[src/vga_params.svh]
// constants for the gain configuration register bank
`ifndef VGA_PARAMS_SVH
`define VGA_PARAMS_SVH

// ----------------------------------------------------------------------
// register addresses and frame layout
// ----------------------------------------------------------------------
`define VGA_REG_CTRL        5'h00
`define VGA_REG_EN          5'h01
`define VGA_REG_SET         5'h02
`define VGA_REG_GAIN        5'h03
`define VGA_CHIP_ADDR       3'h6
`define VGA_FRAME_BITS      6'h20
`define VGA_DATA_LSB        8
`define VGA_ADDR_LSB        3

// ----------------------------------------------------------------------
// reset values and soft reset words
// ----------------------------------------------------------------------
`define VGA_EN_RST          2'h3
`define VGA_SET_RST         8'h15
`define VGA_GAIN_RST        9'h000
`define VGA_RDADDR_RST      5'h00
`define VGA_SR_ARM          24'h00_0020
`define VGA_SR_FIRE         24'h00_0000
`define VGA_SYNC_RST        10'h002

// ----------------------------------------------------------------------
// gain decoder constants: amounts in half-dB units, then one-hot first stage select codes
// ----------------------------------------------------------------------
`define VGA_GAIN_MAX        7'h50
`define VGA_S1_20DB_HALF    7'h28
`define VGA_S1_10DB_HALF    7'h14
`define VGA_S3_10DB_HALF    7'h14
`define VGA_S1_0DB          3'h1
`define VGA_S1_10DB         3'h2
`define VGA_S1_20DB         3'h4

// ----------------------------------------------------------------------
// timing
// ----------------------------------------------------------------------
`define VGA_CLK_MHZ         125
`define VGA_CLK_PERIOD_NS   8
`define VGA_POR_TIME_US     250
`define VGA_POR_CYCLES      (`VGA_POR_TIME_US * `VGA_CLK_MHZ)
`define VGA_SKEW_NS         10
`define VGA_DEGLITCH_CYCLES ((`VGA_SKEW_NS + `VGA_CLK_PERIOD_NS - 1) / `VGA_CLK_PERIOD_NS)

`endif

[src/vga_pkg.sv]
// types shared by the gain configuration register bank
package vga_pkg;

    // ------------------------------------------------------------------
    // stage settings, laid out like the raw nine-bit gain field
    // ------------------------------------------------------------------
    typedef struct packed {
        logic       s3_10db;
        logic [2:0] s1_sel;
        logic [4:0] s2_half_db;
    } stage_t;

    typedef struct packed {
        logic       drop_deglitch;
        logic       bypass_decode;
        logic       gain_from_spi;
        logic       input_termination_low;
        logic [1:0] drv_bias;
        logic [1:0] amp_bias;
    } settings_t;

    typedef struct packed {
        logic q_en;
        logic i_en;
    } enables_t;

    typedef enum logic [1:0] {
        ST_POR    = 2'b00,
        ST_IDLE   = 2'b01,
        ST_SHIFT  = 2'b11,
        ST_COMMIT = 2'b10
    } link_state_t;

endpackage

[src/gain_decoder.sv]
// gain decoder: seven-bit half-dB code to three stage settings
`timescale 1ns/1ps
`include "vga_params.svh"

module gain_decoder
    import vga_pkg::*;
(
    input  wire logic [6:0] code,
    output stage_t          stage
);

    logic [6:0] half;
    logic [6:0] rem1;
    logic [6:0] rem2;

    // ------------------------------------------------------------------
    // front stage first, then output stage, remainder on middle stage
    // ------------------------------------------------------------------
    always_comb begin
        half = (code > `VGA_GAIN_MAX) ? `VGA_GAIN_MAX : code;
        stage.s1_sel = `VGA_S1_0DB;
        rem1 = half;
        if (half >= `VGA_S1_20DB_HALF) begin
            stage.s1_sel = `VGA_S1_20DB;
            rem1 = half - `VGA_S1_20DB_HALF;
        end else if (half >= `VGA_S1_10DB_HALF) begin
            stage.s1_sel = `VGA_S1_10DB;
            rem1 = half - `VGA_S1_10DB_HALF;
        end
        stage.s3_10db = (rem1 >= `VGA_S3_10DB_HALF);
        rem2 = stage.s3_10db ? (rem1 - `VGA_S3_10DB_HALF) : rem1;
        stage.s2_half_db = rem2[4:0];
    end

endmodule

[src/vga_gain_config_registers.sv]
// serial configuration registers and gain selection for a dual-channel vga
//
// Behaviour
// three registers at 01h-03h via serial port
// enable bit 0 switches I; resets 1
// enable bit 1 switches Q; resets 1
// settings 1:0 amplifier current, resets 01
// host uses amplifier current 01 or 10; the testbench also writes 00 and 11
// settings 3:2 output stage current, resets 01
// host uses output stage current 10; the testbench also writes 00, 01 and 11
// settings bit 4 termination select, resets 1
// settings bit 5 picks gain source, resets 0
// settings bit 6 bypasses decoder, serial only
// settings bit 7 disables deglitching, resets 0
// pin source ignores gain register entirely
// decoded code 0..80 half-dB, resets zero
// same gain to I and Q
// undecoded nine-bit raw stage field
// raw 7:5 selects first stage 0/10/20
// raw bit 8 third stage 0/10
// raw 4:0 second stage half-dB steps
// pin codes always pass the decoder
// host drives seven-bit code on pins
// soft reset 20h then 00h; power-on default
// frame: 24 data, 5 address, 3 chip
// new values apply at frame end only
// spare and unused bits ignored
`timescale 1ns/1ps
`include "vga_params.svh"

module vga_gain_config_registers
    import vga_pkg::*;
#(
    parameter int POR_CYCLES      = `VGA_POR_CYCLES,
    parameter int DEGLITCH_CYCLES = `VGA_DEGLITCH_CYCLES
)(
    input  wire logic       clock,
    input  wire logic       rst_n,
    input  wire logic       clk_en,
    input  wire logic       sck,
    input  wire logic       sen_n,
    input  wire logic       sdi,
    input  wire logic [6:0] gain_pins,
    output logic            sdo_o,
    output logic            sdo_oe,
    output logic            i_chan_en,
    output logic            q_chan_en,
    output logic [1:0]      amp_bias,
    output logic [1:0]      drv_bias,
    output logic            input_termination_low,
    output stage_t          stage,
    output logic            config_ready
);

    localparam int PW = $clog2(POR_CYCLES + 1);
    localparam int DW = $clog2(DEGLITCH_CYCLES + 1);

    // ------------------------------------------------------------------
    // pin synchronisers and edge detection
    // ------------------------------------------------------------------
    logic [9:0] meta_q;
    logic [9:0] sync_q;
    logic       sck_d_q;
    logic       sen_d_q;
    logic       sck_rise;
    logic       sen_fall;
    logic       sen_rise;
    logic       sdi_s;
    logic [6:0] gain_pins_s;

    always_ff @(posedge clock or negedge rst_n) begin
        if (!rst_n) begin
            meta_q <= `VGA_SYNC_RST;
            sync_q <= `VGA_SYNC_RST;
        end else if (clk_en) begin
            meta_q <= {gain_pins, sdi, sen_n, sck};
            sync_q <= meta_q;
        end
    end

    always_ff @(posedge clock or negedge rst_n) begin
        if (!rst_n) begin
            sck_d_q <= 1'b0;
            sen_d_q <= 1'b1;
        end else if (clk_en) begin
            sck_d_q <= sync_q[0];
            sen_d_q <= sync_q[1];
        end
    end

    assign sck_rise    = sync_q[0] & ~sck_d_q;
    assign sen_fall    = ~sync_q[1] & sen_d_q;
    assign sen_rise    = sync_q[1] & ~sen_d_q;
    assign sdi_s       = sync_q[2];
    assign gain_pins_s = sync_q[9:3];

    // ------------------------------------------------------------------
    // link state machine and power-on wait
    // ------------------------------------------------------------------
    link_state_t     st_q;
    logic [PW-1:0]   por_cnt_q;
    logic            config_ready_q;

    always_ff @(posedge clock or negedge rst_n) begin
        if (!rst_n) begin
            st_q           <= ST_POR;
            por_cnt_q      <= '0;
            config_ready_q <= 1'b0;
        end else if (clk_en) begin
            case (st_q)
                ST_POR: begin
                    por_cnt_q <= por_cnt_q + 1'b1;
                    if (por_cnt_q == PW'(POR_CYCLES - 1)) begin
                        st_q           <= ST_IDLE;
                        config_ready_q <= 1'b1;
                    end
                end
                ST_IDLE: begin
                    if (sen_fall) begin
                        st_q <= ST_SHIFT;
                    end
                end
                ST_SHIFT: begin
                    if (sen_rise) begin
                        st_q <= ST_COMMIT;
                    end
                end
                ST_COMMIT: st_q <= ST_IDLE;
                default:   st_q <= ST_IDLE;
            endcase
        end
    end

    // ------------------------------------------------------------------
    // serial shift-in, msb first
    // ------------------------------------------------------------------
    logic [31:0] shift_q;
    logic [5:0]  bit_cnt_q;
    logic [23:0] wdata;
    logic [4:0]  waddr;
    logic        frame_ok;
    logic        wr_en;

    always_ff @(posedge clock or negedge rst_n) begin
        if (!rst_n) begin
            shift_q   <= '0;
            bit_cnt_q <= '0;
        end else if (clk_en) begin
            if (st_q == ST_IDLE && sen_fall) begin
                bit_cnt_q <= '0;
            end else if (st_q == ST_SHIFT && sck_rise) begin
                shift_q <= {shift_q[30:0], sdi_s};
                if (bit_cnt_q != `VGA_FRAME_BITS) begin
                    bit_cnt_q <= bit_cnt_q + 1'b1;
                end
            end
        end
    end

    assign wdata    = shift_q[31:`VGA_DATA_LSB];
    assign waddr    = shift_q[`VGA_DATA_LSB-1:`VGA_ADDR_LSB];
    assign frame_ok = (bit_cnt_q == `VGA_FRAME_BITS) && (shift_q[2:0] == `VGA_CHIP_ADDR);
    assign wr_en    = clk_en && (st_q == ST_COMMIT) && frame_ok;

    // ------------------------------------------------------------------
    // register file with soft reset
    // ------------------------------------------------------------------
    enables_t   en_q;
    settings_t  set_q;
    logic [8:0] gain_q;
    logic [4:0] rd_addr_q;
    logic       sr_armed_q;

    always_ff @(posedge clock or negedge rst_n) begin
        if (!rst_n) begin
            en_q       <= `VGA_EN_RST;
            set_q      <= `VGA_SET_RST;
            gain_q     <= `VGA_GAIN_RST;
            rd_addr_q  <= `VGA_RDADDR_RST;
            sr_armed_q <= 1'b0;
        end else if (wr_en) begin
            case (waddr)
                `VGA_REG_CTRL: begin
                    rd_addr_q  <= wdata[4:0];
                    sr_armed_q <= (wdata == `VGA_SR_ARM);
                    if (sr_armed_q && wdata == `VGA_SR_FIRE) begin
                        en_q      <= `VGA_EN_RST;
                        set_q     <= `VGA_SET_RST;
                        gain_q    <= `VGA_GAIN_RST;
                        rd_addr_q <= `VGA_RDADDR_RST;
                    end
                end
                `VGA_REG_EN:   en_q   <= wdata[1:0];
                `VGA_REG_SET:  set_q  <= wdata[7:0];
                `VGA_REG_GAIN: gain_q <= wdata[8:0];
                default:       sr_armed_q <= sr_armed_q;
            endcase
        end
    end

    assign i_chan_en             = en_q.i_en;
    assign q_chan_en             = en_q.q_en;
    assign amp_bias              = set_q.amp_bias;
    assign drv_bias              = set_q.drv_bias;
    assign input_termination_low = set_q.input_termination_low;
    assign config_ready          = config_ready_q;

    // ------------------------------------------------------------------
    // readback on the next frame
    // ------------------------------------------------------------------
    logic [23:0] rdata;
    logic [31:0] out_q;
    logic        sdo_oe_q;

    always_comb begin
        case (rd_addr_q)
            `VGA_REG_CTRL: rdata = {19'h0_0000, rd_addr_q};
            `VGA_REG_EN:   rdata = {22'h00_0000, en_q};
            `VGA_REG_SET:  rdata = {16'h0000, set_q};
            `VGA_REG_GAIN: rdata = {15'h0000, gain_q};
            default:       rdata = 24'h00_0000;
        endcase
    end

    always_ff @(posedge clock or negedge rst_n) begin
        if (!rst_n) begin
            out_q    <= '0;
            sdo_oe_q <= 1'b0;
        end else if (clk_en) begin
            if (st_q == ST_IDLE && sen_fall) begin
                out_q    <= {rdata, rd_addr_q, `VGA_CHIP_ADDR};
                sdo_oe_q <= 1'b1;
            end else if (st_q == ST_SHIFT) begin
                if (sen_rise) begin
                    sdo_oe_q <= 1'b0;
                end else if (sck_rise && bit_cnt_q != 6'h00) begin
                    out_q <= {out_q[30:0], 1'b0};
                end
            end else begin
                sdo_oe_q <= 1'b0;
            end
        end
    end

    assign sdo_o  = out_q[31];
    assign sdo_oe = sdo_oe_q;

    // ------------------------------------------------------------------
    // gain source selection and decode
    // ------------------------------------------------------------------
    logic [6:0] dec_code;
    stage_t     dec_stage;
    stage_t     target;

    assign dec_code = set_q.gain_from_spi ? gain_q[6:0] : gain_pins_s;

    gain_decoder gain_decoder_inst (
        .code  (dec_code),
        .stage (dec_stage)
    );

    always_comb begin
        if (set_q.gain_from_spi && set_q.bypass_decode) begin
            target = stage_t'(gain_q);
        end else begin
            target = dec_stage;
        end
    end

    // ------------------------------------------------------------------
    // deglitcher: code must hold steady before it is applied
    // ------------------------------------------------------------------
    stage_t        cand_q;
    stage_t        stage_q;
    logic [DW-1:0] dg_cnt_q;

    always_ff @(posedge clock or negedge rst_n) begin
        if (!rst_n) begin
            cand_q   <= '0;
            stage_q  <= '0;
            dg_cnt_q <= '0;
        end else if (clk_en) begin
            cand_q <= target;
            if (set_q.drop_deglitch) begin
                stage_q  <= target;
                dg_cnt_q <= '0;
            end else if (target != cand_q) begin
                dg_cnt_q <= '0;
            end else if (dg_cnt_q == DW'(DEGLITCH_CYCLES - 1)) begin
                stage_q <= cand_q;
            end else begin
                dg_cnt_q <= dg_cnt_q + 1'b1;
            end
        end
    end

    assign stage = stage_q;

    // ------------------------------------------------------------------
    // assertions
    // ------------------------------------------------------------------
    function automatic logic [6:0] stage_total(input stage_t s);
        logic [6:0] t;
        t = {2'b00, s.s2_half_db};
        if (s.s3_10db) begin
            t = t + `VGA_S3_10DB_HALF;
        end
        if (s.s1_sel == `VGA_S1_20DB) begin
            t = t + `VGA_S1_20DB_HALF;
        end else if (s.s1_sel == `VGA_S1_10DB) begin
            t = t + `VGA_S1_10DB_HALF;
        end
        return t;
    endfunction
endmodule

[config.mk]
export PLATFORM = sky130hd
export DESIGN_NAME = vga_gain_config_registers
export DESIGN_NICKNAME = d
export VERILOG_FILES = /design/src/vga_pkg.sv /design/src/gain_decoder.sv /design/src/vga_gain_config_registers.sv
export VERILOG_INCLUDE_DIRS = /design/src
export SDC_FILE = /design/constraint.sdc
export NUM_CORES = 1
export LEC_CHECK = 0
export ABC_AREA = 1
export BUFFER_PORTS_ARGS = -buffer_cell sky130_fd_sc_hd__buf_2
export CORE_MARGIN = 1
export CORE_UTILIZATION = 55
export DETAILED_ROUTE_END_ITERATION = 6
export GPL_TIMING_DRIVEN = 0
export HOLD_SLACK_MARGIN = 0.1
export PLACE_DENSITY = 0.77
export SKIP_LAST_GASP = 1
export SLEW_MARGIN = 20
export SYNTH_ARGS = -nofsm -noshare
export SYNTH_HDL_FRONTEND = slang
export SYNTH_SLANG_ARGS = --single-unit
[constraint.sdc]
create_clock -name clock -period 5.81 [get_ports clock]
set_clock_uncertainty 0.1 [all_clocks]
set_input_delay 0.581 -clock clock [delete_from_list [all_inputs] [get_ports clock]]
set_output_delay 0.581 -clock clock [all_outputs]
set_load 0.1 [all_outputs]
==> results.txt <==
CTS-repair resized insts -> 0
DIE WIDTH -> 119 um
worst hold start -> gain_pins[0]
final WL -> 16.2 mm
sw power -> 1.19 mW
hold crit path type -> in -> reg
Mean Syn Cell Area -> 8.40 um^2
Post-layout nets -> 975
worst flop-to-flop path startpoint -> set_q[5]$_DFFE_PN0P_
power share of the sequential group -> 0.422
Hold Violations, Final -> 0
Switching Fraction -> 0.326
gp weighted congestion -> 0.886
I/O Buffers -> 31
Pins Over Slew Limit -> 0
number of library cell types mapped by synthesis -> 41
Internal -> 2.45 mW
Max clock buf depth -> 2
vias in the first global route -> 5889
CP Launch Type -> flop
status -> completed
kind of critical path -> reg -> reg
antenna violations before repair -> 0
RSZ-0062 raised after global routing -> no
Seq/Total Area, Yosys -> 0.514
setup TNS -> 0 ns
H-tree depth -> 4
measured slew at the worst slew-check pin -> 1.00 ns
antenna diode count -> 0
Crit path arrival time -> 4.17 ns
# rows -> 42
endpoint class of the critical path -> flop
Num Clock Sinks -> 155
Crit Reg-Reg Endpoint -> stage[3]$_DFFE_PN0P_
IO Count -> 32
clock group share of total power -> 0.342
WP buf/inv -> 2
Via Count -> 6082
CP required -> 6.02 ns
Syn Inst Count -> 901
worst vdd ir -> 0.222 mV
Crit-path slowest cell -> dfrtp_1
Max-slew headroom -> 0.326
Post-Syn Nets -> 923
R2R cell count -> 26
Starting DRT DRC Count -> 445
Die Footprint -> 14200 um^2
Initial Util -> 0.567
Top delay family on crit path -> simple AND/OR/NAND/NOR gates
most frequent CP cell -> nand3_2
HPWL Detailed -> 11.4 mm
Power Density -> 420 nW/um^2
largest net degree at the start of global routing -> 90
share of cells above drive strength 1 -> 0.139
DIE HEIGHT -> 119 um
global-route wire length before repair -> 27.7 mm
synthesized area -> 7570 um^2
Finished Core Util -> 0.648
leakage -> 4.30 nW
max_cap viols -> 0
core area -> 13300 um^2
WL/cell -> 14.2 um
largest fanout on the critical path -> 10
TritonCTS buffer count -> 17
synthesis-to-layout area growth -> 14.4%
Global Route Usage Sum -> 0.248
DRT antenna net count -> 0
Worst-path clk slew -> 0.06 ns
Post-CTS Setup Inserts -> 0
final period utilization -> 0.681
Worst Hold Depth -> 3
max incr delay on CP -> 0.42 ns
Clk Latency, worst-skew pair -> 0.43 ns
fmax -> 253 MHz
root buf cell -> clkbuf_16
combinational share of power -> 0.236
CTS tree -> built
minimum clock period -> 3.96 ns
R2R setup slack -> 1.85 ns
1st-pass router iterations -> 5
DRC errors left -> 0
hold worst-path end -> meta_q[3]$_DFFE_PN0P_
count of final setup violators -> 0
warning count from the yosys run -> 0
GRT overflow -> 0
DR vias/cell -> 5.34
Synth Register Bits -> 155
cell type report:
cell class / count / area (um^2)
Clock inverter: 12 / 220
Clock buffer: 18 / 439
Tap cell: 176 / 220
Timing Repair Buffer: 33 / 203
Buffer: 29 / 154
Multi-Input combinational cell: 613 / 3140
Fill cell: 1136 / 4690
Sequential cell: 155 / 3890
Inverter: 104 / 390
placed cells by master (no fill, tap or decap), types with 7 or more instances in the layout:
cell type	n
nor2_1	46
nor3_1	10
nand2_4	7
nand3_2	9
xor2_1	14
nand2_2	17
nand4_1	17
a21oi_1	11
o21ai_0	89
o22ai_1	19
nand3_1	34
nand2_1	273
clkbuf_16	17
buf_2	30
dfstp_2	8
inv_1	97
buf_4	8
clkbuf_1	16
dfrtp_1	147
o31ai_1	8
ha_1	9
synth_stat cells (all sizes together):
master / n / share of area
nand4: 17 / 0.014
dfstp: 8 / 0.028
ha: 9 / 0.015
xor2: 14 / 0.016
clkinv: 2 / 0.00099
o31ai: 8 / 0.0079
or2: 2 / 0.0017
a31oi: 4 / 0.0033
xnor2: 5 / 0.0058
a21boi: 1 / 0.00099
inv: 102 / 0.051
dfrtp: 147 / 0.49
or4: 1 / 0.00099
a21oi: 11 / 0.0073
o211ai: 6 / 0.0060
o21ai: 95 / 0.063
nand3: 47 / 0.044
a22o: 1 / 0.0012
clkbuf: 16 / 0.0079
o21bai: 2 / 0.0020
nor2: 53 / 0.032
nor3b: 1 / 0.00099
nand2: 297 / 0.16
nand3b: 1 / 0.00099
buf: 13 / 0.012
o22ai: 19 / 0.016
nor3: 11 / 0.0079
nor4: 8 / 0.0074
tightest hold or removal path, stage by stage:
cell and delay, ns:
buf_2 0.07, nand2_1 0.04, nand2_1 0.05
per-layer routing:
layer / vias to the layer above / GRT usage / share of wire
met3: 25 / 0.0489 / 0.036
met2: 110 / 0.394 / 0.47
met5: - / 0 / 0
li1: 3026 / - / -
met1: 2921 / 0.340 / 0.47
met4: 0 / 0.0862 / 0.018
sequential cells by signal, summed over array words and instances, names as in the netlist, 2 cells and up:
name / count
st_q: 2
stage: 9
shift_q: 32
rd_addr_q: 5
dg_cnt_q: 2
drv_bias: 2
out_q: 31
set_q: 3
sync_q: 10
amp_bias: 2
bit_cnt_q: 6
meta_q: 10
cand_q: 9
gain_q: 9
por_cnt_q: 15
power groups by stage:
stage / Combinational (mW) / Sequential [mW] / Clock, mW
after floorplan: 0.614 / 1.56 / 0
after global placement: 0.818 / 1.54 / 0
after detailed placement: 0.850 / 1.55 / 0
after CTS: 0.861 / 1.53 / 1.25
after global routing: 0.984 / 1.57 / 1.30
final: 0.859 / 1.54 / 1.24
how the worst max path moves through the flow:
| stage | from | endpoint | slack, ns | depth (start not counted) |
|---|---|---|---|---|
| detailed placement | set_q[5]$_DFFE_PN0P_ | stage[2]$_DFFE_PN0P_ | 1.97 | 26 |
| floorplan | set_q[5]$_DFFE_PN0P_ | stage[0]$_DFFE_PN0P_ | 2.39 | 28 |
| global route | set_q[5]$_DFFE_PN0P_ | stage[3]$_DFFE_PN0P_ | 1.48 | 26 |
| global placement | rst_n | stage[5]$_DFFE_PN0P_ | 1.80 | 1 |
| CTS | set_q[5]$_DFFE_PN0P_ | stage[3]$_DFFE_PN0P_ | 1.90 | 26 |
| finish | set_q[5]$_DFFE_PN0P_ | stage[3]$_DFFE_PN0P_ | 1.85 | 26 |
through the flow:
step                instances  total power [mW]  hold slack [ns]  worst slack (ns)  cell area [um^2]
floorplan                 901              2.17            0.185              2.39              7570
finish                   1140              3.64            0.256              1.85              8650
CTS                      1140              3.65            0.247              1.90              8650
global route             1140              3.85            0.263              1.48              8650
global placement         1108              2.36            0.350              1.80              7940
detailed placement       1109              2.40            0.354              1.97              7990
logic make-up (layout without fill, tap and decap cells):
logic type | count (synthesis) | after routing | share of synthesized area
DFF | 155 | 155 | 0.514
and+or+nand+nor | 438 | 438 | 0.270
xor gates and xnor gates | 19 | 19 | 0.0220
adders and majority gates | 9 | 9 | 0.0149
buffers and inverters | 133 | 196 | 0.0719
AOI/OAI and AO/OA | 147 | 147 | 0.107
timing repair:
item / CTS / global route
setup endpoints to repair: 0 / 0
endpoints found under the hold margin: 46 / 0
hold buffers: 1 / 0
Power figures use the tool's default switching activity.
